**src/hw/timer_pkg.sv**
```systemverilog
// Constants, register map and field layout of the 16-bit timer/counter
package timer_pkg;
   // ----------------------------------------------------------------
   // Register indices; byte address is four times the index
   // ----------------------------------------------------------------
   localparam logic [7:0] IDX_INT_CONTROL = 8'h0b;
   localparam logic [7:0] IDX_IRQ_FLAGS = 8'h0c;
   localparam logic [7:0] IDX_COUNT_LOW = 8'h0e;
   localparam logic [7:0] IDX_COUNT_HIGH = 8'h0f;
   localparam logic [7:0] IDX_CONTROL = 8'h10;
   localparam logic [7:0] IDX_IRQ_ENABLES = 8'h8c;
   localparam int IDX_LSB = 2;
   localparam int IDX_W = 8;
   // ----------------------------------------------------------------
   // Field layout and reset values
   // ----------------------------------------------------------------
   localparam int CTL_RUN = 0;
   localparam int CTL_SRC = 1;
   localparam int CTL_BYPASS = 2;
   localparam int CTL_OSC = 3;
   localparam int CTL_PS_LSB = 4;
   localparam int CTL_PS_W = 2;
   localparam logic [7:0] CTL_MASK = 8'h3f;
   localparam logic [7:0] CTL_RESET = 8'h00;
   localparam logic [7:0] BYTE_RESET = 8'h00;
   localparam int OVF_BIT = 0;
   localparam logic [3:0] TRIGGER_MODE = 4'hb;
   localparam logic [15:0] COUNT_MAX = 16'hffff;
   localparam logic [15:0] COUNT_ZERO = 16'h0000;
   localparam logic [15:0] COUNT_ONE = 16'h0001;
   localparam logic [2:0] PRE_ZERO = 3'h0;
   localparam logic [2:0] PRE_ONE = 3'h1;
   localparam logic [2:0] PRE_MASK1 = 3'h1;
   localparam logic [2:0] PRE_MASK2 = 3'h3;
   localparam logic [2:0] PRE_MASK3 = 3'h7;
   localparam logic [1:0] RESP_OKAY = 2'b00;
   localparam logic [1:0] RESP_SLVERR = 2'b10;
   localparam logic [31:0] WORD_ZERO = 32'h0000_0000;
endpackage
```
**src/hw/pin_sync.sv**
```systemverilog
// Two flip-flop synchroniser for pin inputs
`timescale 1ns/100ps
module pin_sync (
   input wire logic aclk,
   input wire logic aresetn,
   input wire logic pin_in,
   output logic pin_out
);
   logic meta_q;
   // Meta stage feeds only the second stage
   always_ff @(posedge aclk) begin
      if (!aresetn) begin
         meta_q <= 1'b0;
         pin_out <= 1'b0;
      end else begin
         meta_q <= pin_in;
         pin_out <= meta_q;
      end
   end
endmodule

```
**src/hw/timer_counter.sv**
```systemverilog
// Top of the 16-bit timer/counter with AXI4-Lite register access
//
// Decided for this implementation: the AXI4-Lite slave port.
`timescale 1ns/100ps
module timer_counter
   import timer_pkg::*;
#(
   parameter int ADDR_W = 12
) (
   input wire logic aclk,
   input wire logic aresetn,
   input wire logic [ADDR_W-1:0] s_axi_awaddr,
   input wire logic [2:0] s_axi_awprot,
   input wire logic s_axi_awvalid,
   output logic s_axi_awready,
   input wire logic [31:0] s_axi_wdata,
   input wire logic [3:0] s_axi_wstrb,
   input wire logic s_axi_wvalid,
   output logic s_axi_wready,
   output logic [1:0] s_axi_bresp,
   output logic s_axi_bvalid,
   input wire logic s_axi_bready,
   input wire logic [ADDR_W-1:0] s_axi_araddr,
   input wire logic [2:0] s_axi_arprot,
   input wire logic s_axi_arvalid,
   output logic s_axi_arready,
   output logic [31:0] s_axi_rdata,
   output logic [1:0] s_axi_rresp,
   output logic s_axi_rvalid,
   input wire logic s_axi_rready,
   input wire logic sleep_mode,
   input wire logic external_count_input,
   input wire logic crystal_input_pin,
   output logic crystal_output_pin,
   output logic crystal_output_oe,
   input wire logic [3:0] compare_one_mode,
   input wire logic compare_one_match,
   input wire logic [3:0] compare_two_mode,
   input wire logic compare_two_match,
   output logic overflow_irq,
   output logic wake_request
);
   // ----------------------------------------------------------------
   // State
   // ----------------------------------------------------------------
   logic [7:0] control_q;
   logic [7:0] int_control_q;
   logic [7:0] irq_enables_q;
   logic overflow_flag_q;
   logic [15:0] count_q;
   logic [2:0] pre_q;
   logic src_prev_q;
   logic [ADDR_W-1:0] awaddr_q;
   logic [31:0] wdata_q;
   logic [3:0] wstrb_q;
   logic aw_hold_q;
   logic w_hold_q;
   logic ext_sync;
   logic xtal_sync;
   logic src_level;
   logic edge_in;
   logic pre_out;
   logic inc;
   logic trigger;
   logic trig_eff;
   logic wr_fire;
   logic [IDX_W-1:0] wr_idx;
   logic [IDX_W-1:0] rd_idx;
   logic wr_low;
   logic wr_high;
   logic wr_flags;
   logic wr_lane;
   logic [2:0] pre_mask;
   logic [31:0] rd_word;
   logic rd_hit;
   logic wr_hit;
   logic run;
   logic ext_mode;
   logic bypass;

   // ----------------------------------------------------------------
   // Pin inputs
   // ----------------------------------------------------------------
   // Async count input is resolved here, so a byte read never sees
   // a half-settled count
   pin_sync u_ext_sync (
      .aclk(aclk),
      .aresetn(aresetn),
      .pin_in(external_count_input),
      .pin_out(ext_sync)
   );
   pin_sync u_xtal_sync (
      .aclk(aclk),
      .aresetn(aresetn),
      .pin_in(crystal_input_pin),
      .pin_out(xtal_sync)
   );

   // ----------------------------------------------------------------
   // Count path
   // ----------------------------------------------------------------
   assign run = control_q[CTL_RUN];
   assign ext_mode = control_q[CTL_SRC];
   assign bypass = control_q[CTL_BYPASS];
   assign src_level = control_q[CTL_OSC] ? xtal_sync : ext_sync;
   // Instruction clock stops in sleep; external edges do not
   assign edge_in = ext_mode ? (src_level & ~src_prev_q)
                             : ~sleep_mode;

   always_comb begin
      case (control_q[CTL_PS_LSB +: CTL_PS_W])
         2'b00: pre_mask = PRE_ZERO;
         2'b01: pre_mask = PRE_MASK1;
         2'b10: pre_mask = PRE_MASK2;
         2'b11: pre_mask = PRE_MASK3;
         default: pre_mask = PRE_ZERO;
      endcase
   end

   assign pre_out = run & edge_in & ((pre_q & pre_mask) == pre_mask);
   // Synced mode sleeps after the prescaler; bypass keeps counting
   assign inc = pre_out & ~(ext_mode & ~bypass & sleep_mode);
   assign trigger = (compare_one_match & (compare_one_mode == TRIGGER_MODE))
                  | (compare_two_match
                     & (compare_two_mode == TRIGGER_MODE));
   // Clear is dropped outright in async mode rather than left racy
   assign trig_eff = trigger & ~(ext_mode & bypass);

   always_ff @(posedge aclk) begin
      if (!aresetn) begin
         src_prev_q <= 1'b0;
      end else begin
         src_prev_q <= src_level;
      end
   end

   always_ff @(posedge aclk) begin
      if (!aresetn) begin
         pre_q <= PRE_ZERO;
      end else if (wr_low || wr_high) begin
         pre_q <= PRE_ZERO;
      end else if (run && edge_in) begin
         pre_q <= pre_out ? PRE_ZERO : pre_q + PRE_ONE;
      end
   end

   // No reset on purpose: the count survives every reset
   always_ff @(posedge aclk) begin
      if (wr_low || wr_high) begin
         // Byte write wins over trigger and increment
         if (wr_low) begin
            count_q[7:0] <= wdata_q[7:0];
         end
         if (wr_high) begin
            count_q[15:8] <= wdata_q[7:0];
         end
      end else if (trig_eff) begin
         count_q <= COUNT_ZERO;
      end else if (inc) begin
         count_q <= count_q + COUNT_ONE;
      end
   end

   always_ff @(posedge aclk) begin
      if (!aresetn) begin
         overflow_flag_q <= 1'b0;
      end else if (inc && !trig_eff && !wr_low && !wr_high
                   && count_q == COUNT_MAX) begin
         overflow_flag_q <= 1'b1;
      end else if (wr_flags) begin
         overflow_flag_q <= wdata_q[OVF_BIT];
      end
   end

   // ----------------------------------------------------------------
   // Control and plain registers
   // ----------------------------------------------------------------
   always_ff @(posedge aclk) begin
      if (!aresetn) begin
         control_q <= CTL_RESET;
      end else if (wr_fire && wr_lane && wr_idx == IDX_CONTROL) begin
         control_q <= wdata_q[7:0] & CTL_MASK;
      end
   end

   always_ff @(posedge aclk) begin
      if (!aresetn) begin
         int_control_q <= BYTE_RESET;
         irq_enables_q <= BYTE_RESET;
      end else if (wr_fire && wr_lane) begin
         if (wr_idx == IDX_INT_CONTROL) begin
            int_control_q <= wdata_q[7:0];
         end
         if (wr_idx == IDX_IRQ_ENABLES) begin
            irq_enables_q <= wdata_q[7:0];
         end
      end
   end

   // ----------------------------------------------------------------
   // Outputs to pins and core
   // ----------------------------------------------------------------
   always_ff @(posedge aclk) begin
      if (!aresetn) begin
         crystal_output_pin <= 1'b0;
         crystal_output_oe <= 1'b0;
         overflow_irq <= 1'b0;
         wake_request <= 1'b0;
      end else begin
         // Amplifier ignores sleep; off when disabled to save power
         crystal_output_oe <= control_q[CTL_OSC];
         crystal_output_pin <= control_q[CTL_OSC] & ~xtal_sync;
         overflow_irq <= overflow_flag_q
                         & irq_enables_q[OVF_BIT];
         wake_request <= sleep_mode & overflow_flag_q
                         & irq_enables_q[OVF_BIT];
      end
   end

   // ----------------------------------------------------------------
   // AXI4-Lite write channel
   // ----------------------------------------------------------------
   assign wr_fire = aw_hold_q & w_hold_q & ~s_axi_bvalid;
   assign wr_idx = awaddr_q[IDX_LSB +: IDX_W];
   assign wr_lane = wstrb_q[0];
   assign wr_low = wr_fire & wr_lane & (wr_idx == IDX_COUNT_LOW);
   assign wr_high = wr_fire & wr_lane & (wr_idx == IDX_COUNT_HIGH);
   assign wr_flags = wr_fire & wr_lane & (wr_idx == IDX_IRQ_FLAGS);
   assign wr_hit = (wr_idx == IDX_INT_CONTROL) | (wr_idx == IDX_IRQ_FLAGS)
                 | (wr_idx == IDX_COUNT_LOW) | (wr_idx == IDX_COUNT_HIGH)
                 | (wr_idx == IDX_CONTROL) | (wr_idx == IDX_IRQ_ENABLES);

   always_ff @(posedge aclk) begin
      if (!aresetn) begin
         aw_hold_q <= 1'b0;
         w_hold_q <= 1'b0;
         awaddr_q <= '0;
         wdata_q <= WORD_ZERO;
         wstrb_q <= 4'h0;
         s_axi_awready <= 1'b1;
         s_axi_wready <= 1'b1;
         s_axi_bvalid <= 1'b0;
         s_axi_bresp <= RESP_OKAY;
      end else begin
         if (s_axi_awvalid && s_axi_awready) begin
            aw_hold_q <= 1'b1;
            awaddr_q <= s_axi_awaddr;
            s_axi_awready <= 1'b0;
         end
         if (s_axi_wvalid && s_axi_wready) begin
            w_hold_q <= 1'b1;
            wdata_q <= s_axi_wdata;
            wstrb_q <= s_axi_wstrb;
            s_axi_wready <= 1'b0;
         end
         if (wr_fire) begin
            aw_hold_q <= 1'b0;
            w_hold_q <= 1'b0;
            s_axi_bvalid <= 1'b1;
            s_axi_bresp <= wr_hit ? RESP_OKAY : RESP_SLVERR;
         end
         if (s_axi_bvalid && s_axi_bready) begin
            s_axi_bvalid <= 1'b0;
            s_axi_awready <= 1'b1;
            s_axi_wready <= 1'b1;
         end
      end
   end

   // ----------------------------------------------------------------
   // AXI4-Lite read channel
   // ----------------------------------------------------------------
   assign rd_idx = s_axi_araddr[IDX_LSB +: IDX_W];

   always_comb begin
      rd_word = WORD_ZERO;
      rd_hit = 1'b1;
      case (rd_idx)
         IDX_INT_CONTROL: rd_word[7:0] = int_control_q;
         IDX_IRQ_FLAGS: rd_word[OVF_BIT] = overflow_flag_q;
         IDX_COUNT_LOW: rd_word[7:0] = count_q[7:0];
         IDX_COUNT_HIGH: rd_word[7:0] = count_q[15:8];
         IDX_CONTROL: rd_word[7:0] = control_q;
         IDX_IRQ_ENABLES: rd_word[7:0] = irq_enables_q;
         default: rd_hit = 1'b0;
      endcase
   end

   always_ff @(posedge aclk) begin
      if (!aresetn) begin
         s_axi_arready <= 1'b1;
         s_axi_rvalid <= 1'b0;
         s_axi_rdata <= WORD_ZERO;
         s_axi_rresp <= RESP_OKAY;
      end else if (s_axi_arvalid && s_axi_arready) begin
         s_axi_arready <= 1'b0;
         s_axi_rvalid <= 1'b1;
         s_axi_rdata <= rd_word;
         s_axi_rresp <= rd_hit ? RESP_OKAY : RESP_SLVERR;
      end else if (s_axi_rvalid && s_axi_rready) begin
         s_axi_rvalid <= 1'b0;
         s_axi_arready <= 1'b1;
      end
   end

   // ----------------------------------------------------------------
   // Assertions
   // ----------------------------------------------------------------
   wrap_sets_flag_a: assert property (@(posedge aclk) disable iff (!aresetn)
      inc && !trig_eff && !wr_low && !wr_high && count_q == COUNT_MAX
      |=> overflow_flag_q && count_q == COUNT_ZERO)
      else $error("wrap did not set overflow flag");

   irq_gated_a: assert property (@(posedge aclk) disable iff (!aresetn)
      !irq_enables_q[OVF_BIT] ##1 !irq_enables_q[OVF_BIT]
      |-> !overflow_irq)
      else $error("interrupt raised while disabled");

   timer_step_a: assert property (@(posedge aclk) disable iff (!aresetn)
      run && !ext_mode && !sleep_mode && pre_mask == PRE_ZERO
      && !trig_eff && !wr_low && !wr_high
      |=> count_q == $past(count_q) + COUNT_ONE)
      else $error("timer mode did not step every cycle");

   prescale_step_a: assert property (@(posedge aclk) disable iff (!aresetn)
      pre_out && pre_mask != PRE_ZERO ##1 pre_mask != PRE_ZERO
      |-> !pre_out)
      else $error("prescaler fired twice in a row");

   sleep_hold_a: assert property (@(posedge aclk) disable iff (!aresetn)
      sleep_mode && ext_mode && !bypass && !trig_eff
      && !wr_low && !wr_high |=> $stable(count_q))
      else $error("synced counter moved in sleep");

   trig_clear_a: assert property (@(posedge aclk) disable iff (!aresetn)
      trigger && !(ext_mode && bypass) && !wr_low && !wr_high
      |=> count_q == COUNT_ZERO)
      else $error("trigger did not clear count");

   trig_noflag_a: assert property (@(posedge aclk) disable iff (!aresetn)
      trig_eff && !overflow_flag_q && !wr_flags
      |=> !overflow_flag_q)
      else $error("trigger clear set overflow flag");

   write_wins_a: assert property (@(posedge aclk) disable iff (!aresetn)
      wr_low && trig_eff |=> count_q[7:0] == $past(wdata_q[7:0]))
      else $error("trigger beat software write");

   stop_hold_a: assert property (@(posedge aclk) disable iff (!aresetn)
      !run && !trig_eff && !wr_low && !wr_high
      |=> $stable(count_q) && !$rose(overflow_flag_q))
      else $error("stopped counter moved");

   flag_sticky_a: assert property (@(posedge aclk) disable iff (!aresetn)
      overflow_flag_q && !wr_flags |=> overflow_flag_q)
      else $error("overflow flag dropped without write");

   pre_clear_a: assert property (@(posedge aclk) disable iff (!aresetn)
      wr_low || wr_high |=> pre_q == PRE_ZERO)
      else $error("count write left prescaler");
endmodule

```
**config.mk**
```make
export PLATFORM = sky130hd
export DESIGN_NAME = timer_counter
export DESIGN_NICKNAME = d
export VERILOG_FILES = /design/src/hw/timer_pkg.sv /design/src/hw/pin_sync.sv /design/src/hw/timer_counter.sv
export SDC_FILE = /design/constraint.sdc
export NUM_CORES = 1
export LEC_CHECK = 0
export ABC_CLOCK_PERIOD_IN_PS = 2200
export BUFFER_PORTS_ARGS = -buffer_cell sky130_fd_sc_hd__buf_2
export CAP_MARGIN = 20
export CORE_ASPECT_RATIO = 1.75
export CORE_MARGIN = 4
export CORE_UTILIZATION = 46
export DETAILED_ROUTE_END_ITERATION = 6
export PLACE_DENSITY = 0.87
export SLEW_MARGIN = 20
export SYNTH_ARGS = -nofsm -noshare
export SYNTH_HDL_FRONTEND = slang
export SYNTH_SLANG_ARGS = --single-unit
```
**constraint.sdc**
```tcl
create_clock -name aclk -period 2.2 [get_ports aclk]
set_input_delay 0.44 -clock aclk [delete_from_list [all_inputs] [get_ports aclk]]
set_output_delay 0.44 -clock aclk [all_outputs]
set_load 0.02 [all_outputs]
```
======== Word-level counts from Yosys, hierarchy flattened ========
Index checks and enable logic that the tools add are counted.
cells by class
  add/sub/neg operators ................... 2
  equality and inequality tests ........... 21
  multiplexer cells ....................... 20
  bitwise logic cells ..................... 35
  reductions and logical operators ........ 28
operators by type and width
  operator                                             number
  equality test 8 x 4 -> 1 bit, second input constant  8
  2-to-1 mux 16 bit                                    3
  case mux 7 bit (5 select lines)                      1
  AND 1 bit                                            20
  adder 16 x 1 -> 16 bit, second input constant        1
  equality test 16 bit, second input constant          1
  equality test 8 x 5 -> 1 bit, second input constant  2
  equality test 8 bit, second input constant           2
  2-to-1 mux 8 bit                                     2
  logical AND 1 bit                                    12
  case mux 3 bit (4 select lines)                      1
  2-to-1 mux 1 bit                                     9
  equality test 4 bit, second input constant           2
  inverter 1 bit                                       8
  AND reduction 2 bit                                  4
  bitwise OR 1 bit                                     6
  case mux 1 bit (6 select lines)                      1
  OR reduction 2 bit                                   3
  OR reduction 6 bit                                   1
  equality test 2 bit, second input constant           2
  2-to-1 mux 2 bit                                     2
  != test 2 bit, second input constant                 2
  nonzero test 2 bit                                   2
  adder 3 x 1 -> 3 bit, second input constant          1
  other kinds (8)                                      10
word-level totals
  register bits ........................... 89
  input bits .............................. 86
  output and inout bits ................... 45
  word-level logic and storage cells ...... 135

======== Logic depth before layout (Yosys ltp) ========
Gate-level depths: netlist of run 1.
  word-level depth ........................ 11
  depth in mapped cells ................... 6
  mapped depth without buffers ............ 5

======== Modules after synthesis ========
A second synthesis of run 1 with hierarchy kept.
unflattened totals
  cell total of the unflattened synthesis .. 450
  area, all modules ....................... 4225.3 µm²
by module, submodules not included
  module         instances  cells each  area each (µm²)  sequential area each (µm²)
  timer_counter  1          442         4120.2           1781.7
  pin_sync       2          4           52.6             40.0

======== Worst setup path after synthesis of run 1 ========
No wires, ideal clock.
  kind .................................... register to register
  start point ............................. reg control_q[3]
  end point ............................... reg count_q[10] (enable)
  library setup time ...................... 0.345 ns
  arrival time ............................ 1.786 ns
  required time ........................... 1.855 ns
  setup slack ............................. 0.069 ns
  cell stages (with the launch flop) ...... 6
  buffers on the path ..................... 0
  period minus slack after synthesis ...... 2.131 ns
  path through ............................ dfxtp_1 -> mux2i_1 -> o32a_4 -> or4_4 -> nor2b_4 -> a21oi_2
between the ends
  longest elaborated chain between the ends .. 8
ends and longest elaborated chain
  element                               line                  RTL
  start, declared                       timer_counter.sv:46   logic [7:0] control_q;
  start signal, assigned                timer_counter.sv:182  control_q <= wdata_q[7:0] & CTL_MASK;
  2-to-1 mux 1 bit                      timer_counter.sv:105  assign src_level = control_q[CTL_OSC] ? xtal_sync : ext_sync;
  AND 1 bit                             timer_counter.sv:107  assign edge_in = ext_mode ? (src_level & ~src_prev_q)
  2-to-1 mux 1 bit                      timer_counter.sv:107
  AND 1 bit (2 in a row)                timer_counter.sv:120  assign pre_out = run & edge_in & ((pre_q & pre_mask) == pre_mask);
  AND 1 bit                             timer_counter.sv:122  assign inc = pre_out & ~(ext_mode & ~bypass & sleep_mode);
  nonzero test 3 bit (no source line)   --
  AND reduction 2 bit (no source line)  --
  end signal, assigned                  timer_counter.sv:155  count_q[15:8] <= wdata_q[7:0];
  end signal, assigned                  timer_counter.sv:160  count_q <= count_q + COUNT_ONE;
  end, declared                         timer_counter.sv:50   logic [15:0] count_q;
Every way passes these cells.
A chain may end at the register's enable or synchronous reset.

======== Worst setup path in the final report of run 1 ========
  start point ............................. reg control_q[3]
  end point ............................... reg count_q[1] (enable)
The elaborated chain is that of the path after synthesis.

==> results.py, run 1 <==
metrics = {
    "global_route": {
        "grt_pass1_vias": 3532,
        "grt_pass1_wl_um": 17000,
        "overflow": 0,
        "grt_max_degree": 25,
        "gr-usage-all-layers_pct": 20.3,
        "antenna_found_initial": 0,
    },
    "clock_network": {
        "hold_buffers": 0,
        "cts_setup_buffers": 0,
        "cts_max_level": 3,
        "path_clk_slew_ns": 0.06,
        "insertion_delay_ns": 0.34,
        "ctsResizeCount": 0,
        "cts_num_sinks": 85,
        "cts_tree": "done",
        "cts_root_buffer": "clkbuf_16",
        "numCtsBuffers": 9,
        "cts_buffer_depth": 2,
    },
    "yosys": {
        "synth_top_area_share_pct": 33.2,
        "synthTopCellsByCount": "dfxtp_1 (69), nand2_1 (63), buf_4 (26)",
        "synthFlopType": "dfxtp_1",
        "async_flop_share_pct": 0,
        "ys_top_cells_by_area": "dfxtp_1 (33%), edfxtp_1 (12%), nand2_1 (5.7%)",
        "synth_top_area_cell": "dfxtp_1",
        "yosysMostFrequentCell": "dfxtp_1",
        "synth_area_per_cell_um2": 9.38,
        "synth.distinct_cells": 64,
        "synth_seq_area_share_pct": 44.7,
        "syn_area_um2": 4170,
        "synth_edf_count": 16,
        "syn-instance-count": 444,
        "synth_seq_cells": 85,
        "ys.warnings.count": 0,
    },
    "worst_setup_path": {
        "cpPeakStageDelay_ns": 0.55,
        "crit_arrival_ns": 2.22,
        "reg2reg_slack_ns": 0.04,
        "crit_fanout": 8,
        "worst-r2r-cell-count": 6,
        "required_ns": 2.26,
        "critical_path_class": "reg2reg",
        "critPathLaunchType": "register",
        "crit_chain": "mux2i_1, o32a_4, or4_4, nor2b_4, a21oi_2, buf_12",
        "slowest_stage": "or4_4",
        "r2r_start": "control_q[3]",
        "reg2reg_to": "count_q[1]",
        "crit_path_end_kind": "register",
    },
    "floorplan": {
        "initial_core_util_pct": 47.4,
        "die_h_um": 134,
        "die-area_um2": 10700,
        "die_w_um": 79.9,
        "pin_count": 131,
        "core_area_um2": 8780,
        "rows": 45,
    },
    "final_layout": {
        "fin_nets": 607,
        "fill_cells": 743,
        "stdcell_area_um2": 4920,
        "antennaDiodeCount": 0,
        "drive_above_1_share_pct": 21.0,
        "synthToLayoutAreaGrowth_pct": 18.1,
    },
    "detailed_routing": {
        "drtIter0Drc": 419,
        "drcViolationCount": 0,
        "postRouteAntennaNets": 0,
        "via_count": 3541,
        "drtPass1Iterations": 5,
        "viasPerCell": 5.52,
        "wl_per_cell_um": 16.5,
        "wirelength_um": 10600,
    },
    "sta": {
        "fmax_ghz": 0.462,
        "hold_viol_final": 0,
        "rsz0062_at_grt": "false",
        "finalMaxSlewViolations": 0,
        "slew_headroom_pct": 64.7,
        "period_share_pct": 98.4,
        "setup_violations": 0,
        "setup_tns_ns": 0,
        "worst_pin_slew_ns": 0.526,
        "skew_ns": 0.00883,
        "min_period_ns": 2.16,
    },
    "power": {
        "powerDensity_nw_per_um2": 705,
        "irDropWorstVdd_uv": 460,
        "leakage_nw": 2.02,
    },
    "placed_design": {
        "io_buffers": 63,
        "place_area_um2": 4630,
        "place_hpwl_um": 7990,
        "gp_congestion": 0.902,
    },
    "worst_hold_path": {
        "min-delay-start": "crystal_input_pin",
        "hold_depth": 2,
        "whs_endpoint": "u_xtal_sync.meta_q",
        "hold_class": "in2reg",
    },
    "flow_run": {
        "drv_cap": 0,
    },
    "status": {
        "status": "finished, final reports clean",
    },
}
[critical path: cells and delay by family (launching register included)]
kind | cells | cell delay, ns
buf+inv | 1 | 0.15
flops | 1 | 0.32
compound gates | 2 | 0.57
simple gates | 2 | 0.70
mux | 1 | 0.15
[power by group]
group | switching, W | total, W | internal, W
Combinational | 0.000186 | 0.000300 | 0.000113
Clock | 0.000606 | 0.00148 | 0.000877
Sequential | 0.0000542 | 0.00169 | 0.00163
Total | 0.000847 | 0.00347 | 0.00262
[kinds of logic after synthesis]
family	share of synthesized area (%)
other	0.0900
AND/OR/NAND/NOR	23.6
adder cells (fa/ha/maj)	0.601
flip-flops	44.7
XOR/XNOR	2.94
AO/OA/AOI/OAI	16.8
multiplexers	4.33
buffers and inverters	6.91
[cell usage in the layout (no fill, tap or decap), types with 2 or more instances in the layout]
master | netlist | final
ha_1 | 2 | 2
a21boi_0 | 23 | 23
and2_1 | 9 | 9
clkinv_4 | 0 | 2
nor2b_1 | 18 | 18
and3_1 | 5 | 5
clkbuf_16 | 0 | 9
nor4_1 | 3 | 3
nand3b_1 | 4 | 4
buf_2 | 2 | 63
nand2b_1 | 4 | 4
or4b_1 | 2 | 2
a221oi_1 | 6 | 6
xor2_1 | 7 | 7
and4b_1 | 2 | 2
mux2i_1 | 18 | 18
buf_12 | 0 | 2
nand4_1 | 4 | 4
a222oi_1 | 7 | 7
o21ai_0 | 17 | 17
a21boi_1 | 6 | 6
o21ai_1 | 11 | 11
conb_1 | 1 | 26
a21oi_1 | 13 | 13
xnor2_1 | 7 | 7
nor3b_1 | 2 | 2
inv_1 | 6 | 6
a32o_1 | 2 | 2
nand3_1 | 21 | 21
a21oi_2 | 2 | 2
and3b_1 | 2 | 2
a22oi_1 | 2 | 2
nor2_1 | 15 | 15
nor3_1 | 5 | 5
dfxtp_1 | 69 | 69
edfxtp_1 | 16 | 16
nand2_1 | 63 | 63
buf_4 | 26 | 17
[metrics by stage]
step	total power (W)	hold WS [ns]	instances	utilization, %	setup slack, ns
floorplan	0.00193	0.392	469	-	0.0685
global placement	0.00200	0.406	625	52.7	0.0822
detailed placement	0.00202	0.416	625	52.7	0.0536
CTS	0.00350	0.299	641	56.0	0.0339
global route	0.00358	0.306	641	56.0	0.00448
finish	0.00347	0.306	641	56.0	0.0355
[registers in the layout (all words and copies together) (netlist names), 3 cells and up]
register / count
count_q: 16
awaddr_q: 8
int_control_q: 8
irq_enables_q: 8
s_axi_rdata: 8
wdata_q: 8
control_q: 6
pre_q: 3
[worst max-delay path by stage]
stage / end / depth (start not counted) / startpoint / slack [ns]
after floorplan: count_q[10] / 5 / control_q[3] / 0.07
after detailed placement: count_q[7] / 6 / control_q[3] / 0.05
after CTS: count_q[1] / 6 / control_q[3] / 0.03
final: count_q[1] / 6 / control_q[3] / 0.04
after global placement: count_q[7] / 6 / control_q[3] / 0.08
after global routing: count_q[0] / 6 / control_q[3] / 0.004
[metal layers]
| layer | vias to the layer above | track usage, % | wire length, µm |
|---|---|---|---|
| met5 | - | 0 | 0 |
| met3 | 42 | 4.23 | 587 |
| met2 | 152 | 37.6 | 5900 |
| met1 | 1656 | 19.8 | 3540 |
| met4 | 0 | 12.2 | 569 |
| li1 | 1691 | - | - |
[final cells by class]
class                   count  area [µm²]  share of cell area [%]
multi-input cells         334        2110                    42.9
well taps                 117         146                    2.98
repair buffers             82         483                    9.82
clock buffers              10         229                    4.65
flip-flops and latches     85        1860                    37.8
clock inverters             6        63.8                    1.30
inverters                   7        26.3                   0.534
Power figures use the tool's default switching activity.
==> run 2, diff against run 1 <==
--- a/config.mk
+++ b/config.mk
@@ -13,6 +13,7 @@
 export CORE_UTILIZATION = 46
 export DETAILED_ROUTE_END_ITERATION = 6
 export PLACE_DENSITY = 0.87
+export RECOVER_POWER = 50
 export SLEW_MARGIN = 20
 export SYNTH_ARGS = -nofsm -noshare
 export SYNTH_HDL_FRONTEND = slang
==> run 2 against run 1 <==
Net effect:
- the flow now finishes with violations (design-rule violations)
- sequential cell count unchanged
- critical path type unchanged
- maximum frequency is 0.11% lower
- clock-buffer cell count did not move
- largest cell class unchanged
- critical endpoint unchanged
- clock power hardly changed
==> results.py, run 2 (synthesized netlist as in run 1, its figures left out) <==
metrics = {
    "clock_network": {
        "insertion_delay_ns": 0.34,
        "numCtsBuffers": 9,
        "cts_max_level": 3,
        "ctsResizeCount": 0,
        "cts_buffer_depth": 2,
        "cts_root_buffer": "clkbuf_16",
        "path_clk_slew_ns": 0.06,
        "cts_num_sinks": 85,
        "cts_tree": "done",
        "hold_buffers": 0,
        "cts_setup_buffers": 0,
    },
    "sta": {
        "skew_ns": 0.00825,
        "finalMaxSlewViolations": 0,
        "period_share_pct": 98.5,
        "hold_viol_final": 0,
        "rsz0062_at_grt": "false",
        "fmax_ghz": 0.462,
        "worst_pin_slew_ns": 1.06,
        "setup_tns_ns": 0,
        "slew_headroom_pct": 29.5,
        "min_period_ns": 2.17,
        "setup_violations": 0,
    },
    "worst_setup_path": {
        "crit_arrival_ns": 2.22,
        "reg2reg_to": "count_q[1]",
        "crit_path_end_kind": "register",
        "reg2reg_slack_ns": 0.03,
        "required_ns": 2.26,
        "slowest_stage": "or4_4",
        "crit_chain": "mux2i_1, o32a_4, or4_4, nor2b_4, a21oi_2, buf_12",
        "critPathLaunchType": "register",
        "r2r_start": "control_q[3]",
        "crit_fanout": 8,
        "worst-r2r-cell-count": 6,
        "critical_path_class": "reg2reg",
        "cpPeakStageDelay_ns": 0.55,
    },
    "detailed_routing": {
        "viasPerCell": 5.56,
        "wirelength_um": 10600,
        "drtPass1Iterations": 7,
        "wl_per_cell_um": 16.5,
        "postRouteAntennaNets": 0,
        "via_count": 3562,
        "drtIter0Drc": 427,
        "drcViolationCount": 6,
    },
    "power": {
        "leakage_nw": 1.92,
        "p_clk_share_pct": 42.8,
        "p_comb_share_pct": 8.4,
        "irDropWorstVdd_uv": 460,
        "cell_internal_pwr_w": 0.00262,
        "sw_frac_of_total_pct": 24.4,
        "switching_power_w": 0.000847,
        "pwr-share-seq_pct": 48.7,
        "powerDensity_nw_per_um2": 713,
    },
    "floorplan": {
        "initial_core_util_pct": 47.4,
        "die-area_um2": 10700,
        "core_area_um2": 8780,
        "die_w_um": 79.9,
        "pin_count": 131,
        "die_h_um": 134,
        "rows": 45,
    },
    "global_route": {
        "grt_pass1_vias": 3532,
        "antenna_found_initial": 0,
        "grt_pass1_wl_um": 17000,
        "grt_use_met3_pct": 4.23,
        "overflow": 0,
        "grt_max_degree": 25,
        "use_met1_pct": 19.8,
        "gr-max-usage-layer": "met2",
        "gr-usage-all-layers_pct": 20.3,
        "grtUsageMet2_pct": 37.6,
    },
    "status": {
        "violations": "design-rule violations",
        "status": "complete, but fails checks",
    },
    "placed_design": {
        "io_buffers": 63,
        "place_hpwl_um": 7990,
        "gp_congestion": 0.902,
    },
    "flow_run": {
        "drv_cap": 0,
    },
    "final_layout": {
        "fill_cells": 761,
        "synthToLayoutAreaGrowth_pct": 16.7,
        "mostFrequentLayoutCells": "dfxtp_1 (69), nand2_1 (63), buf_2 (43), conb_1 (26), clkbuf_1 (24)",
        "regMostFlops": "count_q",
        "fin_nets": 607,
        "antennaDiodeCount": 0,
        "finish.utilization_pct": 55.3,
        "drive_above_1_share_pct": 16.4,
        "layout_commonest_cell": "dfxtp_1",
        "largest_reg_flops": 16,
    },
    "worst_hold_path": {
        "min-delay-start": "crystal_input_pin",
        "hold_class": "in2reg",
        "whs_endpoint": "u_xtal_sync.meta_q",
        "hold_depth": 2,
    },
}
[run 2: how the worst max path moves through the flow]
stage	startpoint	end	slack (ns)	cells past startpoint
final	control_q[3]	count_q[1]	0.03	6
after detailed placement	control_q[3]	count_q[7]	0.05	6
after CTS	control_q[3]	count_q[1]	0.03	6
after global routing	control_q[3]	count_q[0]	0.004	6
after floorplan	control_q[3]	count_q[10]	0.07	5
after global placement	control_q[3]	count_q[7]	0.08	6
[run 2: power groups by stage]
| stage | sequential [W] | clock, W | combinational (W) |
|---|---|---|---|
| finish | 0.00169 | 0.00148 | 0.000292 |
| global route | 0.00169 | 0.00156 | 0.000322 |
| CTS | 0.00169 | 0.00151 | 0.000299 |
| detailed placement | 0.00172 | 0 | 0.000296 |
| global placement | 0.00172 | 0 | 0.000286 |
| floorplan | 0.00172 | 0 | 0.000210 |
[run 2: metrics by stage]
| step | total power [W] | instance area (µm²) | instances | worst slack [ns] | hold slack [ns] |
|---|---|---|---|---|---|
| after floorplan | 0.00193 | 4260 | 469 | 0.0685 | 0.392 |
| after global placement | 0.00200 | 4630 | 625 | 0.0822 | 0.406 |
| after detailed placement | 0.00202 | 4630 | 625 | 0.0536 | 0.416 |
| after CTS | 0.00350 | 4920 | 641 | 0.0339 | 0.299 |
| after global routing | 0.00358 | 4860 | 641 | 0.00448 | 0.306 |
| final | 0.00347 | 4860 | 641 | 0.0332 | 0.306 |
[run 2: cell type report]
cell class	instances	area, µm²	area share (%)
Inverter	7	26.3	0.541
Sequential cell	85	1860	38.3
Multi-Input combinational cell	334	2100	43.2
Tap cell	117	146	3.01
Clock inverter	6	63.8	1.31
Clock buffer	10	229	4.71
Timing Repair Buffer	82	434	8.93
[run 2: worst max-delay path, delay by kind of cell, from the launching register on]
family	cells	cell delay, ns
AND/OR/NAND/NOR	2	0.70
AO/OA/AOI/OAI	2	0.57
flip-flops	1	0.32
multiplexers	1	0.15
buffers and inverters	1	0.15
[run 2: layer usage]
layer	routed length (µm)	share of wire [%]
met1	3530	33
met2	5860	55
met3	638	6.0
met4	567	5.4
met5	0	0
==> run 3, diff against run 2 <==
--- a/config.mk
+++ b/config.mk
@@ -5,6 +5,7 @@
 export SDC_FILE = /design/constraint.sdc
 export NUM_CORES = 1
 export LEC_CHECK = 0
+export ABC_AREA = 1
 export ABC_CLOCK_PERIOD_IN_PS = 2200
 export BUFFER_PORTS_ARGS = -buffer_cell sky130_fd_sc_hd__buf_2
 export CAP_MARGIN = 20
==> run 3 against run 2 <==
Net effect:
- the run now ends clean
- worst hold slack got worse by 0.024 ns
- total power rose by 7.0%
- clock skew barely moved
- critical path depth rose by 2
- die area rose by 0.39%
- setup slack improved by 0.19 ns
- critical path type unchanged
- highest routed layer unchanged
==> results.py, run 3 <==
metrics = {
    "status": {
        "status": "finished, final reports clean",
    },
    "detailed_routing": {
        "via_count": 3969,
        "viasPerCell": 5.22,
        "drtIter0Drc": 369,
        "wl_per_cell_um": 14.6,
        "postRouteAntennaNets": 0,
        "wirelength_um": 11100,
        "drtPass1Iterations": 5,
        "drcViolationCount": 0,
    },
    "worst_hold_path": {
        "whs_endpoint": "u_ext_sync.meta_q",
        "hold_class": "in2reg",
        "min-delay-start": "external_count_input",
        "hold_depth": 3,
    },
    "yosys": {
        "syn_area_um2": 4180,
        "synth_seq_area_share_pct": 44.5,
        "synth.distinct_cells": 38,
        "ys_top_cells_by_area": "dfxtp_1 (33%), edfxtp_1 (11%), nand2_1 (9.4%)",
        "synth_edf_count": 16,
        "synthFlopType": "dfxtp_1",
        "synth_top_area_cell": "dfxtp_1",
        "synthTopCellsByCount": "nand2_1 (105), nor2_1 (100), o21ai_0 (74)",
        "yosysMostFrequentCell": "nand2_1",
        "ys.warnings.count": 0,
        "synth_seq_cells": 85,
        "async_flop_share_pct": 0,
        "synth_area_per_cell_um2": 7.31,
        "synth_top_area_share_pct": 33.0,
        "syn-instance-count": 572,
    },
    "clock_network": {
        "hold_buffers": 0,
        "cts_num_sinks": 85,
        "insertion_delay_ns": 0.35,
        "ctsResizeCount": 0,
        "cts_buffer_depth": 2,
        "cts_max_level": 3,
        "numCtsBuffers": 9,
        "path_clk_slew_ns": 0.06,
        "cts_root_buffer": "clkbuf_16",
        "cts_setup_buffers": 0,
        "cts_tree": "done",
    },
    "floorplan": {
        "die_w_um": 80.1,
        "pin_count": 131,
        "die-area_um2": 10700,
        "die_h_um": 134,
        "rows": 45,
        "initial_core_util_pct": 47.6,
        "core_area_um2": 8780,
    },
    "global_route": {
        "grt_max_degree": 29,
        "grt_pass1_vias": 3954,
        "overflow": 0,
        "antenna_found_initial": 0,
        "grt_pass1_wl_um": 17900,
        "gr-usage-all-layers_pct": 21.4,
    },
    "placed_design": {
        "place_inst": 745,
        "place_area_um2": 4530,
        "gp_congestion": 0.923,
        "place_hpwl_um": 8410,
        "io_buffers": 63,
    },
    "sta": {
        "setup_violations": 0,
        "fmax_ghz": 0.506,
        "rsz0062_at_grt": "false",
        "slew_headroom_pct": 51.9,
        "period_share_pct": 89.8,
        "skew_ns": 0.00854,
        "worst_pin_slew_ns": 0.721,
        "hold_viol_final": 0,
        "min_period_ns": 1.98,
        "finalMaxSlewViolations": 0,
        "setup_tns_ns": 0,
    },
    "final_layout": {
        "finish.utilization_pct": 55.0,
        "multi_input_area_um2": 1970,
        "mostFrequentLayoutCells": "nand2_1 (105), nor2_1 (100), o21ai_0 (74), dfxtp_1 (69), inv_1 (50)",
        "fill_cells": 827,
        "largest_reg_flops": 16,
        "antennaDiodeCount": 0,
        "stdcell_area_um2": 4830,
        "layoutNonFillerInstCount": 761,
        "layout_commonest_cell": "nand2_1",
        "synthToLayoutAreaGrowth_pct": 15.5,
        "regMostFlops": "count_q",
        "fin_nets": 727,
        "seq_area_um2": 1860,
        "drive_above_1_share_pct": 13.8,
    },
    "worst_setup_path": {
        "critical_path_class": "reg2reg",
        "path_delay_family": "simple AND/OR/NAND/NOR gates",
        "slowest_stage": "dfxtp_1",
        "crit_arrival_ns": 2.00,
        "required_ns": 2.22,
        "reg2reg_to": "count_q[10]",
        "worst-r2r-cell-count": 8,
        "cpPeakStageDelay_ns": 0.31,
        "cp_common_cell": "nand2_1",
        "crit_fanout": 9,
        "r2r_start": "awaddr_q[6]",
        "crit_buf_inv": 1,
        "critPathLaunchType": "register",
        "reg2reg_slack_ns": 0.22,
        "crit_path_end_kind": "register",
        "crit_chain": "nor2_1, nand2_2, nor2_1, nand2_1, nand2_2, inv_1, nand2_1, nand2_1",
    },
    "power": {
        "irDropWorstVdd_uv": 515,
        "powerDensity_nw_per_um2": 768,
        "leakage_nw": 2.13,
    },
    "flow_run": {
        "drv_cap": 0,
    },
}
==> run 3: tightest hold or removal path, cell delays in order <==
cell     delay, ns
buf_2         0.07
nand2_1       0.04
inv_1         0.04
==> run 3: worst max-delay path by stage <==
stage	start	to	slack, ns	cells after the start
finish	awaddr_q[6]	count_q[10]	0.22	8
global route	awaddr_q[8]	count_q[10]	0.07	8
CTS	awaddr_q[7]	count_q[9]	0.24	8
detailed placement	sleep_mode	count_q[11]	0.20	8
global placement	sleep_mode	count_q[10]	0.22	8
floorplan	s_axi_bvalid	count_q[0]	0.57	8
==> run 3: stage by stage <==
step           hold WS, ns  power [W]  setup WS, ns
2_1_floorplan        0.390    0.00198         0.569
3_3_place_gp         0.392    0.00205         0.221
3_5_place_dp         0.411    0.00206         0.201
4_1_cts              0.283    0.00371         0.237
5_1_grt              0.288    0.00382        0.0658
6_report             0.281    0.00371         0.225
==> run 3: cell type report <==
class                   count  area share, %
inverters                  55           4.30
flip-flops and latches     85           38.5
repair buffers             68           6.66
clock inverters             7           2.10
multi-input cells         420           40.7
clock buffers               9           4.66
well taps                 117           3.03
==> run 3: cell families (layout without fill, tap and decap cells) <==
kind of cell | count (synthesis) | count (layout) | synth area share, %
fa+ha+maj | 2 | 2 | 0.598
flops | 85 | 85 | 44.5
simple gates | 281 | 281 | 29.7
other cells | 1 | 26 | 0.0897
compound gates | 104 | 104 | 12.9
xor+xnor | 7 | 7 | 1.47
buf+inv | 92 | 139 | 10.7
==> run 3: routing by layer <==
metal	up-vias	global-route usage [%]	part of all wire [%]
met2	181	37.9	52
li1	1947	-	-
met5	-	0	0
met1	1782	20.6	34
met3	59	4.17	5.6
met4	0	17.8	8.2
==> run 3: power breakdown <==
group          switching (W)  internal, W  total, W
registers          0.0000560      0.00164   0.00170
clock network       0.000670      0.00101   0.00168
logic               0.000229    0.0000979  0.000327
total               0.000955      0.00275   0.00371
